==> src/core/cgpr_pkg.sv <==
`default_nettype none
package cgpr_pkg;
  localparam int unsigned NUM_REGS      = 16;
  localparam int unsigned NUM_PAIRS     = 8;
  localparam logic [15:0] DATA_BASE     = 16'hff00;
  localparam logic [15:0] ADDR_BASE     = 16'hff80;
  localparam logic [3:0]  IDX_SP        = 4'ha;
  localparam logic [3:0]  IDX_RA        = 4'hb;
  localparam logic [3:0]  IDX_IMPLICIT  = 4'hf;
  localparam logic [15:0] GLOBAL_A_MASK = 16'h0303;
  localparam logic [15:0] LOWER_A_MASK  = 16'h00fc;
  localparam logic [15:0] LOWER_D_MASK  = 16'h00ff;
  localparam logic [15:0] UPPER_A_MASK  = 16'hfc00;
  localparam logic [15:0] UPPER_D_MASK  = 16'hff00;
  localparam logic [15:0] CORE_SPECIAL_REGISTER_TRAP_VEC = 16'hfe24;
  localparam logic [15:0] CORE_SPECIAL_REGISTER_INT_VEC  = 16'hfe20;
  localparam logic [15:0] CORE_SPECIAL_REGISTER_INT_SP   = 16'hfe28;
  localparam logic [15:0] CORE_SPECIAL_REGISTER_BUS_MEM  = 16'h9004;
  localparam logic [15:0] CORE_SPECIAL_REGISTER_COMPATIBILITY_CONFIG   = 16'h9400;
  localparam logic [15:0] CORE_SPECIAL_REGISTER_MEM_INT  = 16'h9044;
  localparam logic [15:0] CORE_SPECIAL_REGISTER_PHYS_MEM = 16'h8100;
  localparam logic [15:0] CORE_SPECIAL_REGISTER_SYS_MEM  = 16'h900c;
  localparam int unsigned NUM_LOCKED    = 8;

  typedef struct packed {
    logic        en;
    logic        short_enc;
    logic        pair;
    logic [3:0]  idx;
    logic [63:0] data;
  } cgpr_wr_t;

  typedef struct packed {
    logic        en;
    logic [15:0] addr;
    logic [31:0] data;
  } cgpr_core_special_register_wr_t;
endpackage
`default_nettype wire

==> src/core/cgpr_bank.sv <==
`default_nettype none
// One bank of sixteen 32-bit registers with 64-bit pair read and 32/64-bit write
module cgpr_bank #(
  parameter logic [31:0] RESET_VAL = 32'h0000_0000
) (
  input  wire logic                 clk_sys_in,
  input  wire logic                 rstn_in,
  input  wire cgpr_pkg::cgpr_wr_t   wr_in,
  input  wire logic [3:0]           rd_idx_in,
  input  wire logic                 rd_short_in,
  output logic [63:0]               rd_data_out,
  output logic [15:0][31:0]         regs_out
);
  logic [15:0][31:0] regs;
  wire  [3:0]        wr_idx  = wr_in.short_enc ? cgpr_pkg::IDX_IMPLICIT : wr_in.idx;
  wire  [3:0]        rd_idx  = rd_short_in ? cgpr_pkg::IDX_IMPLICIT : rd_idx_in;
  wire  [3:0]        rd_even = {rd_idx[3:1], 1'b0};
  wire  [3:0]        wr_even = {wr_idx[3:1], 1'b0};

  // ==========================================================
  // Storage
  always_ff @(posedge clk_sys_in or negedge rstn_in)
  begin
    if (!rstn_in)
    begin
      for (int i = 0; i < 16; i++)
      begin
        regs[i] <= RESET_VAL;
      end
    end
    else if (wr_in.en)
    begin
      if (wr_in.pair)
      begin
        regs[wr_even]        <= wr_in.data[31:0];
        regs[wr_even | 4'h1] <= wr_in.data[63:32];
      end
      else
      begin
        regs[wr_idx] <= wr_in.data[31:0];
      end
    end
  end

  // Reads always give the pair view: odd word high, even word low
  assign rd_data_out = {regs[rd_even | 4'h1], regs[rd_even]};
  assign regs_out    = regs;
endmodule
`default_nettype wire

==> src/core/cgpr_file.sv <==
`default_nettype none
module cgpr_file #(
  parameter logic [31:0] DATA_RESET = 32'h0000_0000,
  parameter logic [31:0] ADDR_RESET = 32'h0000_0000,
  parameter logic [31:0] CORE_SPECIAL_REGISTER_RESET = 32'h0000_0000
) (
  input  wire logic                    clk_sys_in,
  input  wire logic                    rstn_in,
  // Pipeline GPR write ports
  input  wire cgpr_pkg::cgpr_wr_t      data_wr_in,
  input  wire cgpr_pkg::cgpr_wr_t      addr_wr_in,
  // Call/trap link: writes return address into A11 with priority
  input  wire logic                    link_en_in,
  input  wire logic [31:0]             link_addr_in,
  // Pipeline GPR read ports
  input  wire logic [3:0]              data_rd_idx_in,
  input  wire logic                    data_rd_short_in,
  input  wire logic [3:0]              addr_rd_idx_in,
  input  wire logic                    addr_rd_short_in,
  output logic [63:0]                  data_rd_out,
  output logic [63:0]                  addr_rd_out,
  output logic [31:0]                  stack_ptr_out,
  output logic [31:0]                  return_addr_out,
  // Context save/restore group select: 0 lower, 1 upper
  input  wire logic                    ctx_upper_in,
  output logic [15:0]                  ctx_data_mask_out,
  output logic [15:0]                  ctx_addr_mask_out,
  // Core register space access
  input  wire cgpr_pkg::cgpr_core_special_register_wr_t core_special_register_wr_in,
  input  wire logic [15:0]             core_special_register_rd_addr_in,
  output logic [31:0]                  core_special_register_rd_data_out,
  output logic                         core_special_register_wr_refused_out,
  // Initialisation state end, from system logic
  input  wire logic                    init_done_in
);
  // ==========================================================
  // Init phase lock
  logic init_sync1;
  logic init_sync2;
  logic init_phase_lock;

  // Synchronised; once operational the lock stays set until reset
  always_ff @(posedge clk_sys_in or negedge rstn_in)
  begin
    if (!rstn_in)
    begin
      init_sync1      <= 1'b0;
      init_sync2      <= 1'b0;
      init_phase_lock <= 1'b0;
    end
    else
    begin
      init_sync1      <= init_done_in;
      init_sync2      <= init_sync1;
      init_phase_lock <= init_phase_lock | init_sync2;
    end
  end

  // ==========================================================
  // Register banks
  logic [15:0][31:0] data_regs;
  logic [15:0][31:0] addr_regs;
  logic [63:0]       data_pair;
  logic [63:0]       addr_pair;
  cgpr_pkg::cgpr_wr_t data_wr_eff;
  cgpr_pkg::cgpr_wr_t addr_wr_eff;

  wire [15:0] core_special_register_d_off = core_special_register_wr_in.addr - cgpr_pkg::DATA_BASE;
  wire [15:0] core_special_register_a_off = core_special_register_wr_in.addr - cgpr_pkg::ADDR_BASE;
  wire        core_special_register_hit_d = core_special_register_wr_in.en && (core_special_register_wr_in.addr[15:6] == cgpr_pkg::DATA_BASE[15:6])
                           && (core_special_register_wr_in.addr[1:0] == 2'b00);
  wire        core_special_register_hit_a = core_special_register_wr_in.en && (core_special_register_wr_in.addr[15:6] == cgpr_pkg::ADDR_BASE[15:6])
                           && (core_special_register_wr_in.addr[1:0] == 2'b00);

  // Pipeline write wins over a space write to the same bank in one cycle
  always_comb
  begin
    data_wr_eff = data_wr_in;
    if (!data_wr_in.en && core_special_register_hit_d)
    begin
      data_wr_eff = '{en: 1'b1, short_enc: 1'b0, pair: 1'b0, idx: core_special_register_d_off[5:2],
                      data: {32'h0000_0000, core_special_register_wr_in.data}};
    end
  end

  always_comb
  begin
    addr_wr_eff = addr_wr_in;
    if (link_en_in)
    begin
      addr_wr_eff = '{en: 1'b1, short_enc: 1'b0, pair: 1'b0, idx: cgpr_pkg::IDX_RA,
                      data: {32'h0000_0000, link_addr_in}};
    end
    else if (!addr_wr_in.en && core_special_register_hit_a)
    begin
      addr_wr_eff = '{en: 1'b1, short_enc: 1'b0, pair: 1'b0, idx: core_special_register_a_off[5:2],
                      data: {32'h0000_0000, core_special_register_wr_in.data}};
    end
  end

  // Float operands use the data bank; there is no separate float file
  cgpr_bank #(.RESET_VAL(DATA_RESET)) u_data_bank (
    .clk_sys_in (clk_sys_in),
    .rstn_in    (rstn_in),
    .wr_in      (data_wr_eff),
    .rd_idx_in  (data_rd_idx_in),
    .rd_short_in(data_rd_short_in),
    .rd_data_out(data_pair),
    .regs_out   (data_regs)
  );

  cgpr_bank #(.RESET_VAL(ADDR_RESET)) u_addr_bank (
    .clk_sys_in (clk_sys_in),
    .rstn_in    (rstn_in),
    .wr_in      (addr_wr_eff),
    .rd_idx_in  (addr_rd_idx_in),
    .rd_short_in(addr_rd_short_in),
    .rd_data_out(addr_pair),
    .regs_out   (addr_regs)
  );

  assign data_rd_out     = data_pair;
  assign addr_rd_out     = addr_pair;
  assign stack_ptr_out   = addr_regs[cgpr_pkg::IDX_SP];
  assign return_addr_out = addr_regs[cgpr_pkg::IDX_RA];

  // ==========================================================
  // Context groups; globals never appear in either mask
  assign ctx_data_mask_out = ctx_upper_in ? cgpr_pkg::UPPER_D_MASK
                                          : cgpr_pkg::LOWER_D_MASK;
  assign ctx_addr_mask_out = (ctx_upper_in ? cgpr_pkg::UPPER_A_MASK : cgpr_pkg::LOWER_A_MASK)
                             & ~cgpr_pkg::GLOBAL_A_MASK;

  // ==========================================================
  // Protected special registers
  localparam logic [cgpr_pkg::NUM_LOCKED-1:0][15:0] LOCKED_ADDR = {
    cgpr_pkg::CORE_SPECIAL_REGISTER_SYS_MEM, cgpr_pkg::CORE_SPECIAL_REGISTER_PHYS_MEM, cgpr_pkg::CORE_SPECIAL_REGISTER_MEM_INT,
    cgpr_pkg::CORE_SPECIAL_REGISTER_COMPATIBILITY_CONFIG, cgpr_pkg::CORE_SPECIAL_REGISTER_BUS_MEM, cgpr_pkg::CORE_SPECIAL_REGISTER_INT_SP,
    cgpr_pkg::CORE_SPECIAL_REGISTER_INT_VEC, cgpr_pkg::CORE_SPECIAL_REGISTER_TRAP_VEC};

  logic [cgpr_pkg::NUM_LOCKED-1:0][31:0] locked_regs;
  logic [cgpr_pkg::NUM_LOCKED-1:0]       wr_hit;
  logic [cgpr_pkg::NUM_LOCKED-1:0]       rd_hit;

  genvar g;
  generate
    for (g = 0; g < cgpr_pkg::NUM_LOCKED; g++)
    begin : g_lock
      assign wr_hit[g] = core_special_register_wr_in.en && (core_special_register_wr_in.addr == LOCKED_ADDR[g]);
      assign rd_hit[g] = (core_special_register_rd_addr_in == LOCKED_ADDR[g]);
      always_ff @(posedge clk_sys_in or negedge rstn_in)
      begin
        if (!rstn_in)
        begin
          locked_regs[g] <= CORE_SPECIAL_REGISTER_RESET;
        end
        else if (wr_hit[g] && !init_phase_lock)
        begin
          locked_regs[g] <= core_special_register_wr_in.data;
        end
      end
    end
  endgenerate

  // The lock gates writes only; reads behave the same in both states
  wire        any_wr_hit  = |wr_hit;
  assign core_special_register_wr_refused_out = any_wr_hit && init_phase_lock;

  logic [31:0] locked_rd;
  always_comb
  begin
    locked_rd = 32'h0000_0000;
    for (int i = 0; i < cgpr_pkg::NUM_LOCKED; i++)
    begin
      if (rd_hit[i])
      begin
        locked_rd = locked_regs[i];
      end
    end
  end

  wire [15:0] rd_d_off  = core_special_register_rd_addr_in - cgpr_pkg::DATA_BASE;
  wire [15:0] rd_a_off  = core_special_register_rd_addr_in - cgpr_pkg::ADDR_BASE;
  wire        rd_is_d   = (core_special_register_rd_addr_in[15:6] == cgpr_pkg::DATA_BASE[15:6]);
  wire        rd_is_a   = (core_special_register_rd_addr_in[15:6] == cgpr_pkg::ADDR_BASE[15:6]);
  assign core_special_register_rd_data_out = rd_is_d ? data_regs[rd_d_off[5:2]] :
                            rd_is_a ? addr_regs[rd_a_off[5:2]] : locked_rd;

  // ==========================================================
  // Checks
  a_lock_blocks_wr: assert property (@(posedge clk_sys_in) disable iff (!rstn_in)
    (init_phase_lock && wr_hit[2]) |=> $stable(locked_regs[2]))
    else $error("protected register changed after init");
  a_init_allows_wr: assert property (@(posedge clk_sys_in) disable iff (!rstn_in)
    (!init_phase_lock && wr_hit[0]) |=> locked_regs[0] == $past(core_special_register_wr_in.data))
    else $error("init-state write lost");
  a_lock_sticky: assert property (@(posedge clk_sys_in) disable iff (!rstn_in)
    init_phase_lock |=> init_phase_lock)
    else $error("lock dropped");
  a_link_to_ra: assert property (@(posedge clk_sys_in) disable iff (!rstn_in)
    link_en_in |=> return_addr_out == $past(link_addr_in))
    else $error("return address not captured");
  a_sp_tracks_a10: assert property (@(posedge clk_sys_in) disable iff (!rstn_in)
    (addr_wr_in.en && !addr_wr_in.pair && !addr_wr_in.short_enc && !link_en_in
     && addr_wr_in.idx == 4'ha) |=> stack_ptr_out == $past(addr_wr_in.data[31:0]))
    else $error("stack pointer not updated");
  a_pair_write: assert property (@(posedge clk_sys_in) disable iff (!rstn_in)
    (data_wr_in.en && data_wr_in.pair && !data_wr_in.short_enc && data_wr_in.idx == 4'h8)
    |=> {data_regs[9], data_regs[8]} == $past(data_wr_in.data))
    else $error("extended pair order wrong");
  a_short_d15: assert property (@(posedge clk_sys_in) disable iff (!rstn_in)
    (data_wr_in.en && data_wr_in.short_enc && !data_wr_in.pair)
    |=> data_regs[15] == $past(data_wr_in.data[31:0]))
    else $error("short write missed register 15");
  a_global_excluded: assert property (@(posedge clk_sys_in) disable iff (!rstn_in)
    (ctx_addr_mask_out & cgpr_pkg::GLOBAL_A_MASK) == 16'h0000)
    else $error("global register in context");
  a_refuse_flag: assert property (@(posedge clk_sys_in) disable iff (!rstn_in)
    core_special_register_wr_refused_out |-> init_phase_lock && any_wr_hit)
    else $error("refusal outside lock");
  a_addr_pair_wr: assert property (@(posedge clk_sys_in) disable iff (!rstn_in)
    (addr_wr_in.en && addr_wr_in.pair && !addr_wr_in.short_enc && !link_en_in
     && addr_wr_in.idx == 4'h2)
    |=> {addr_regs[3], addr_regs[2]} == $past(addr_wr_in.data))
    else $error("address pair order wrong");
  a_short_a15: assert property (@(posedge clk_sys_in) disable iff (!rstn_in)
    (addr_wr_in.en && addr_wr_in.short_enc && !addr_wr_in.pair && !link_en_in)
    |=> addr_regs[15] == $past(addr_wr_in.data[31:0]))
    else $error("short write missed address register 15");
  a_space_wr_data: assert property (@(posedge clk_sys_in) disable iff (!rstn_in)
    (!data_wr_in.en && core_special_register_hit_d)
    |=> data_regs[$past(core_special_register_d_off[5:2])] == $past(core_special_register_wr_in.data))
    else $error("space write to data register lost");
  a_ctx_lower: assert property (@(posedge clk_sys_in) disable iff (!rstn_in)
    !ctx_upper_in |-> (ctx_data_mask_out == cgpr_pkg::LOWER_D_MASK
                       && ctx_addr_mask_out == cgpr_pkg::LOWER_A_MASK))
    else $error("lower context group wrong");
  a_ctx_upper: assert property (@(posedge clk_sys_in) disable iff (!rstn_in)
    ctx_upper_in |-> (ctx_data_mask_out == cgpr_pkg::UPPER_D_MASK
                      && ctx_addr_mask_out == cgpr_pkg::UPPER_A_MASK))
    else $error("upper context group wrong");
  a_locked_read: assert property (@(posedge clk_sys_in) disable iff (!rstn_in)
    rd_hit[1] |-> core_special_register_rd_data_out == locked_regs[1])
    else $error("protected register read differs");
  a_refuse_locked: assert property (@(posedge clk_sys_in) disable iff (!rstn_in)
    (init_phase_lock && any_wr_hit) |-> core_special_register_wr_refused_out)
    else $error("locked write not flagged");
  a_init_stays: assert property (@(posedge clk_sys_in) disable iff (!rstn_in)
    (!init_sync2 && !init_phase_lock) |=> !init_phase_lock)
    else $error("lock set without system request");
  c_refused_wr: cover property (@(posedge clk_sys_in) disable iff (!rstn_in)
    core_special_register_wr_refused_out);
  c_init_wr: cover property (@(posedge clk_sys_in) disable iff (!rstn_in)
    !init_phase_lock && any_wr_hit);
  c_link: cover property (@(posedge clk_sys_in) disable iff (!rstn_in) link_en_in);
  c_pair: cover property (@(posedge clk_sys_in) disable iff (!rstn_in)
    addr_wr_in.en && addr_wr_in.pair);
endmodule
`default_nettype wire

==> config.mk <==
export PLATFORM = sky130hd
export DESIGN_NAME = cgpr_file
export DESIGN_NICKNAME = d
export VERILOG_FILES = /design/src/core/cgpr_pkg.sv /design/src/core/cgpr_bank.sv /design/src/core/cgpr_file.sv
export SDC_FILE = /design/constraint.sdc
export NUM_CORES = 2
export LEC_CHECK = 0
export ABC_AREA = 0
export BUFFER_PORTS_ARGS = -buffer_cell sky130_fd_sc_hd__buf_2
export CORE_MARGIN = 10
export CORE_UTILIZATION = 35
export DETAILED_ROUTE_END_ITERATION = 16
export GPL_TIMING_DRIVEN = 0
export PLACE_DENSITY = 0.52
export SLEW_MARGIN = 20
export SYNTH_ARGS = -nofsm -noshare
export SYNTH_HDL_FRONTEND = slang
export SYNTH_SLANG_ARGS = --single-unit
==> constraint.sdc <==
create_clock -name clk_sys_in -period 2.95 [get_ports clk_sys_in]
set_clock_uncertainty 0.15 [all_clocks]
set_input_delay 0.4425 -clock clk_sys_in [delete_from_list [all_inputs] [get_ports clk_sys_in]]
set_output_delay 0.4425 -clock clk_sys_in [all_outputs]
set_load 0.02 [all_outputs]
==> reports/qor.yml <==
outcome:
  outcome: "finished with violations"
  violations: "hold timing, setup timing"
yosys:
  yosys_warnings: 0
  synth_area_um2: 72040
  yosys.area.top_type: "dfrtp_1"
  avgSynthCellArea_um2: 11.39
  synth_seq_cells: 1283
  synth_top_area_share_pct: 44.57
  async_flop_share_pct: 100.0
  syn_inst: 6325
  synth_cell_types: 80
  synth_edf_count: 0
  synth_area_leaders: "dfrtp_1 (45%), mux4_2 (13%), mux2_2 (6.1%)"
  seq_area_frac_synth_pct: 44.57
  synthTopCellsByCount: "dfrtp_1 (1,283), clkbuf_1 (527), nor2_1 (512)"
  synth_ff_type: "dfrtp_1"
  yosys.cell_count.top_type: "dfrtp_1"
power:
  power_w: 0.05828
  clock_power_share_pct: 34.3
  p_leak_nw: 39.37
  p_int_w: 0.03876
  swShare_pct: 33.49
  p_seq_share_pct: 40.1
  p_sw_w: 0.01952
  combPwrFrac_pct: 25.6
  ir_drop_uv: 671.7
  power.density_nw_per_um2: 651.9
worst_setup_path:
  critPathMaxFanout: 2
  criticalPathCategory: "reg2out"
  arrival_ns: 3.08
  critPathCaptureType: "output port"
  start_kind: "flop"
  crit_required_ns: 2.36
finish:
  seqCellArea_um2: 32130
  drive_gt1_share_pct: 33.62
  syn2layout_area_growth_pct: 24.12
  nFillCells: 19340
  multiInputGateArea_um2: 37370
  final_nets: 7538
routing:
  via_per_inst: 6.658
  wl_um: 397200
  drt_pass1_iterations: 9
  ant_nets: 0
  routedWlPerCell_um: 39.24
  drt_iter0_drc: 10050
  dr_total_vias: 67380
  drc_errors: 0
floorplanning:
  core_um2: 204600
  die_y_um: 473.7
  die_w_um: 473.7
  rows: 166
  start_util_pct: 35.21
  die_area_um2: 224400
  pin_count: 511
sta:
  maxSlewViolCount: 0
  maxSlewHeadroom_pct: 16.77
  whs_ns: -0.3179
  grt_setup_unrepaired: "yes"
  min_period_ns: 3.674
  hold_viol_final: 219
  fmax_ghz: 0.2722
  tightest_slew_ns: 1.248
  post-route-period-util_pct: 124.5
  fin_ws_ns: -0.7242
  setup_violations: 213
place:
  dp_worst_setup_slack_ns: -2.309
  gp_congestion: 0.9951
  dp_hpwl_um: 290100
  io_buffers: 462
cts:
  clock-root-buffer: "clkbuf_16"
  cts_tree: "yes"
  cts_buffers: 156
  clock-sinks: 1283
  clk_pin_slew_ns: 0.06
  hold_buffers: 122
  clk-insertion-delay-late_ns: 0.84
  htreeDepth: 4
  clock_path_buffers: 3
global_routing:
  antenna_found_initial: 33
  grt_pass1_vias: 66250
  grt_pass1_wl_um: 542200
  overflow: 0
  grt_start_max_net_pins: 130
  grt_usage_pct: 34.11
flow_run:
  cap_violations: 0
min_path:
  hp-class: "in2async"
## through the flow
stage                     cells  hold WS (ns)  TNS (ns)  util [%]  area, um^2
final                     10120       -0.3179    -28.23     43.70       89410
after global routing      10110       -0.2547    -20.65     43.69       89380
after CTS                 10050       -0.2561    -18.03     43.16       88300
after detailed placement   9518        0.1934  -1730.91     38.45       78670
after global placement     9478        0.1861         -     38.07       77880
after floorplan            6328     -0.003091   -0.9402         -       72210
## cell type report
class,count,share of cell area [%]
Clock buffer,240,5.206
Timing Repair Buffer,804,6.846
Buffer,824,5.652
Inverter,43,0.1805
Multi-Input combinational cell,4172,41.80
Sequential cell,1283,35.94
Clock inverter,43,0.5500
Tap cell,2688,3.762
Antenna cell,24,0.06717
## flip-flops by register name (all words and copies together), names as in the netlist
| register | cells |
|---|---|
| u_data_bank.regs_out | 512 |
| init_phase_lock | 1 |
| init_sync1 | 1 |
| locked_regs | 256 |
| init_sync2 | 1 |
| u_addr_bank.regs_out | 512 |
## layout by cell type, fill, tap and decap left out, drive strengths merged, types with 28 or more instances in the layout
cell and n:
inv 51, mux2 599, a21o 92, nand2 325, dfrtp 1283, a21oi 368
nor2 512, mux4 422, clkinv 28, clkbuf 740, nand3 84, a22o 91
mux2i 78, o21ai 376, a222oi 63, o31ai 65, o221ai 51, a211oi 66
buf 1007, a22oi 321, dlygate4sd3 117, nor3 52, a221o 222, a221oi 211
## logic make-up after synthesis
logic type             Yosys count  synth area share [%]
AO/OA/AOI/OAI                 1974                 19.64
AND/OR/NAND/NOR               1095                 6.644
buffers and inverters          873                 5.348
multiplexers                  1099                 23.80
flip-flops                    1283                 44.57
other                            1              0.005206
## metal layers
layer,global-route usage [%],vias to the layer above,routed length [um]
li1,-,26420,-
met1,42.15,34730,147000
met2,50.00,4986,170000
met3,11.96,1222,46840
met4,23.04,20,32960
met5,0,-,373
## worst paths after layout
check / from / slack, ns / depth (start not counted) / end
worst max-delay path: u_addr_bank.regs_out[321]$_DFFE_PN0P_ / -0.72 / 6 / core_special_register_rd_data_out[1]
worst min-delay path: rstn_in / -0.32 / 4 / u_data_bank.regs_out[364]$_DFFE_PN0P_
worst max register to register: init_phase_lock$_DFF_PN0_ / 0.22 / 6 / locked_regs[2]$_DFFE_PN0P_
worst min register to register: init_sync1$_DFF_PN0_ / 0.21 / 0 / init_sync2$_DFF_PN0_
max in group asynchronous: rstn_in / 0.30 / 9 / u_addr_bank.regs_out[344]$_DFFE_PN0P_
min in group clk_sys_in: core_special_register_wr_in[22] / 0.01 / 3 / u_data_bank.regs_out[54]$_DFFE_PN0P_
## repair_timing
item	4_1_cts	5_1_grt
setup buffers	134	42
endpoints found under the setup margin	976	917
cloned	1	3
pin swaps	56	63
resized for setup	662	316
endpoints found under the hold margin	458	219
## worst max-delay path: stages, from the launching register on
cell      delay [ns]
dfrtp_1         0.43
mux4_2          0.53
a22o_1          0.23
a221oi_4        0.49
a221oi_2        0.10
a21o_1          0.29
buf_6           0.17
## power by group through the flow
stage / clock network [W] / registers, W / logic (W)
after floorplan: 0 / 0.0223 / 0.00822
after global placement: 0 / 0.0236 / 0.0127
after detailed placement: 0 / 0.0236 / 0.0131
after CTS: 0.0200 / 0.0232 / 0.0143
after global routing: 0.0207 / 0.0236 / 0.0155
final: 0.0200 / 0.0234 / 0.0149
Note: power is estimated with default switching activity, not from simulation.
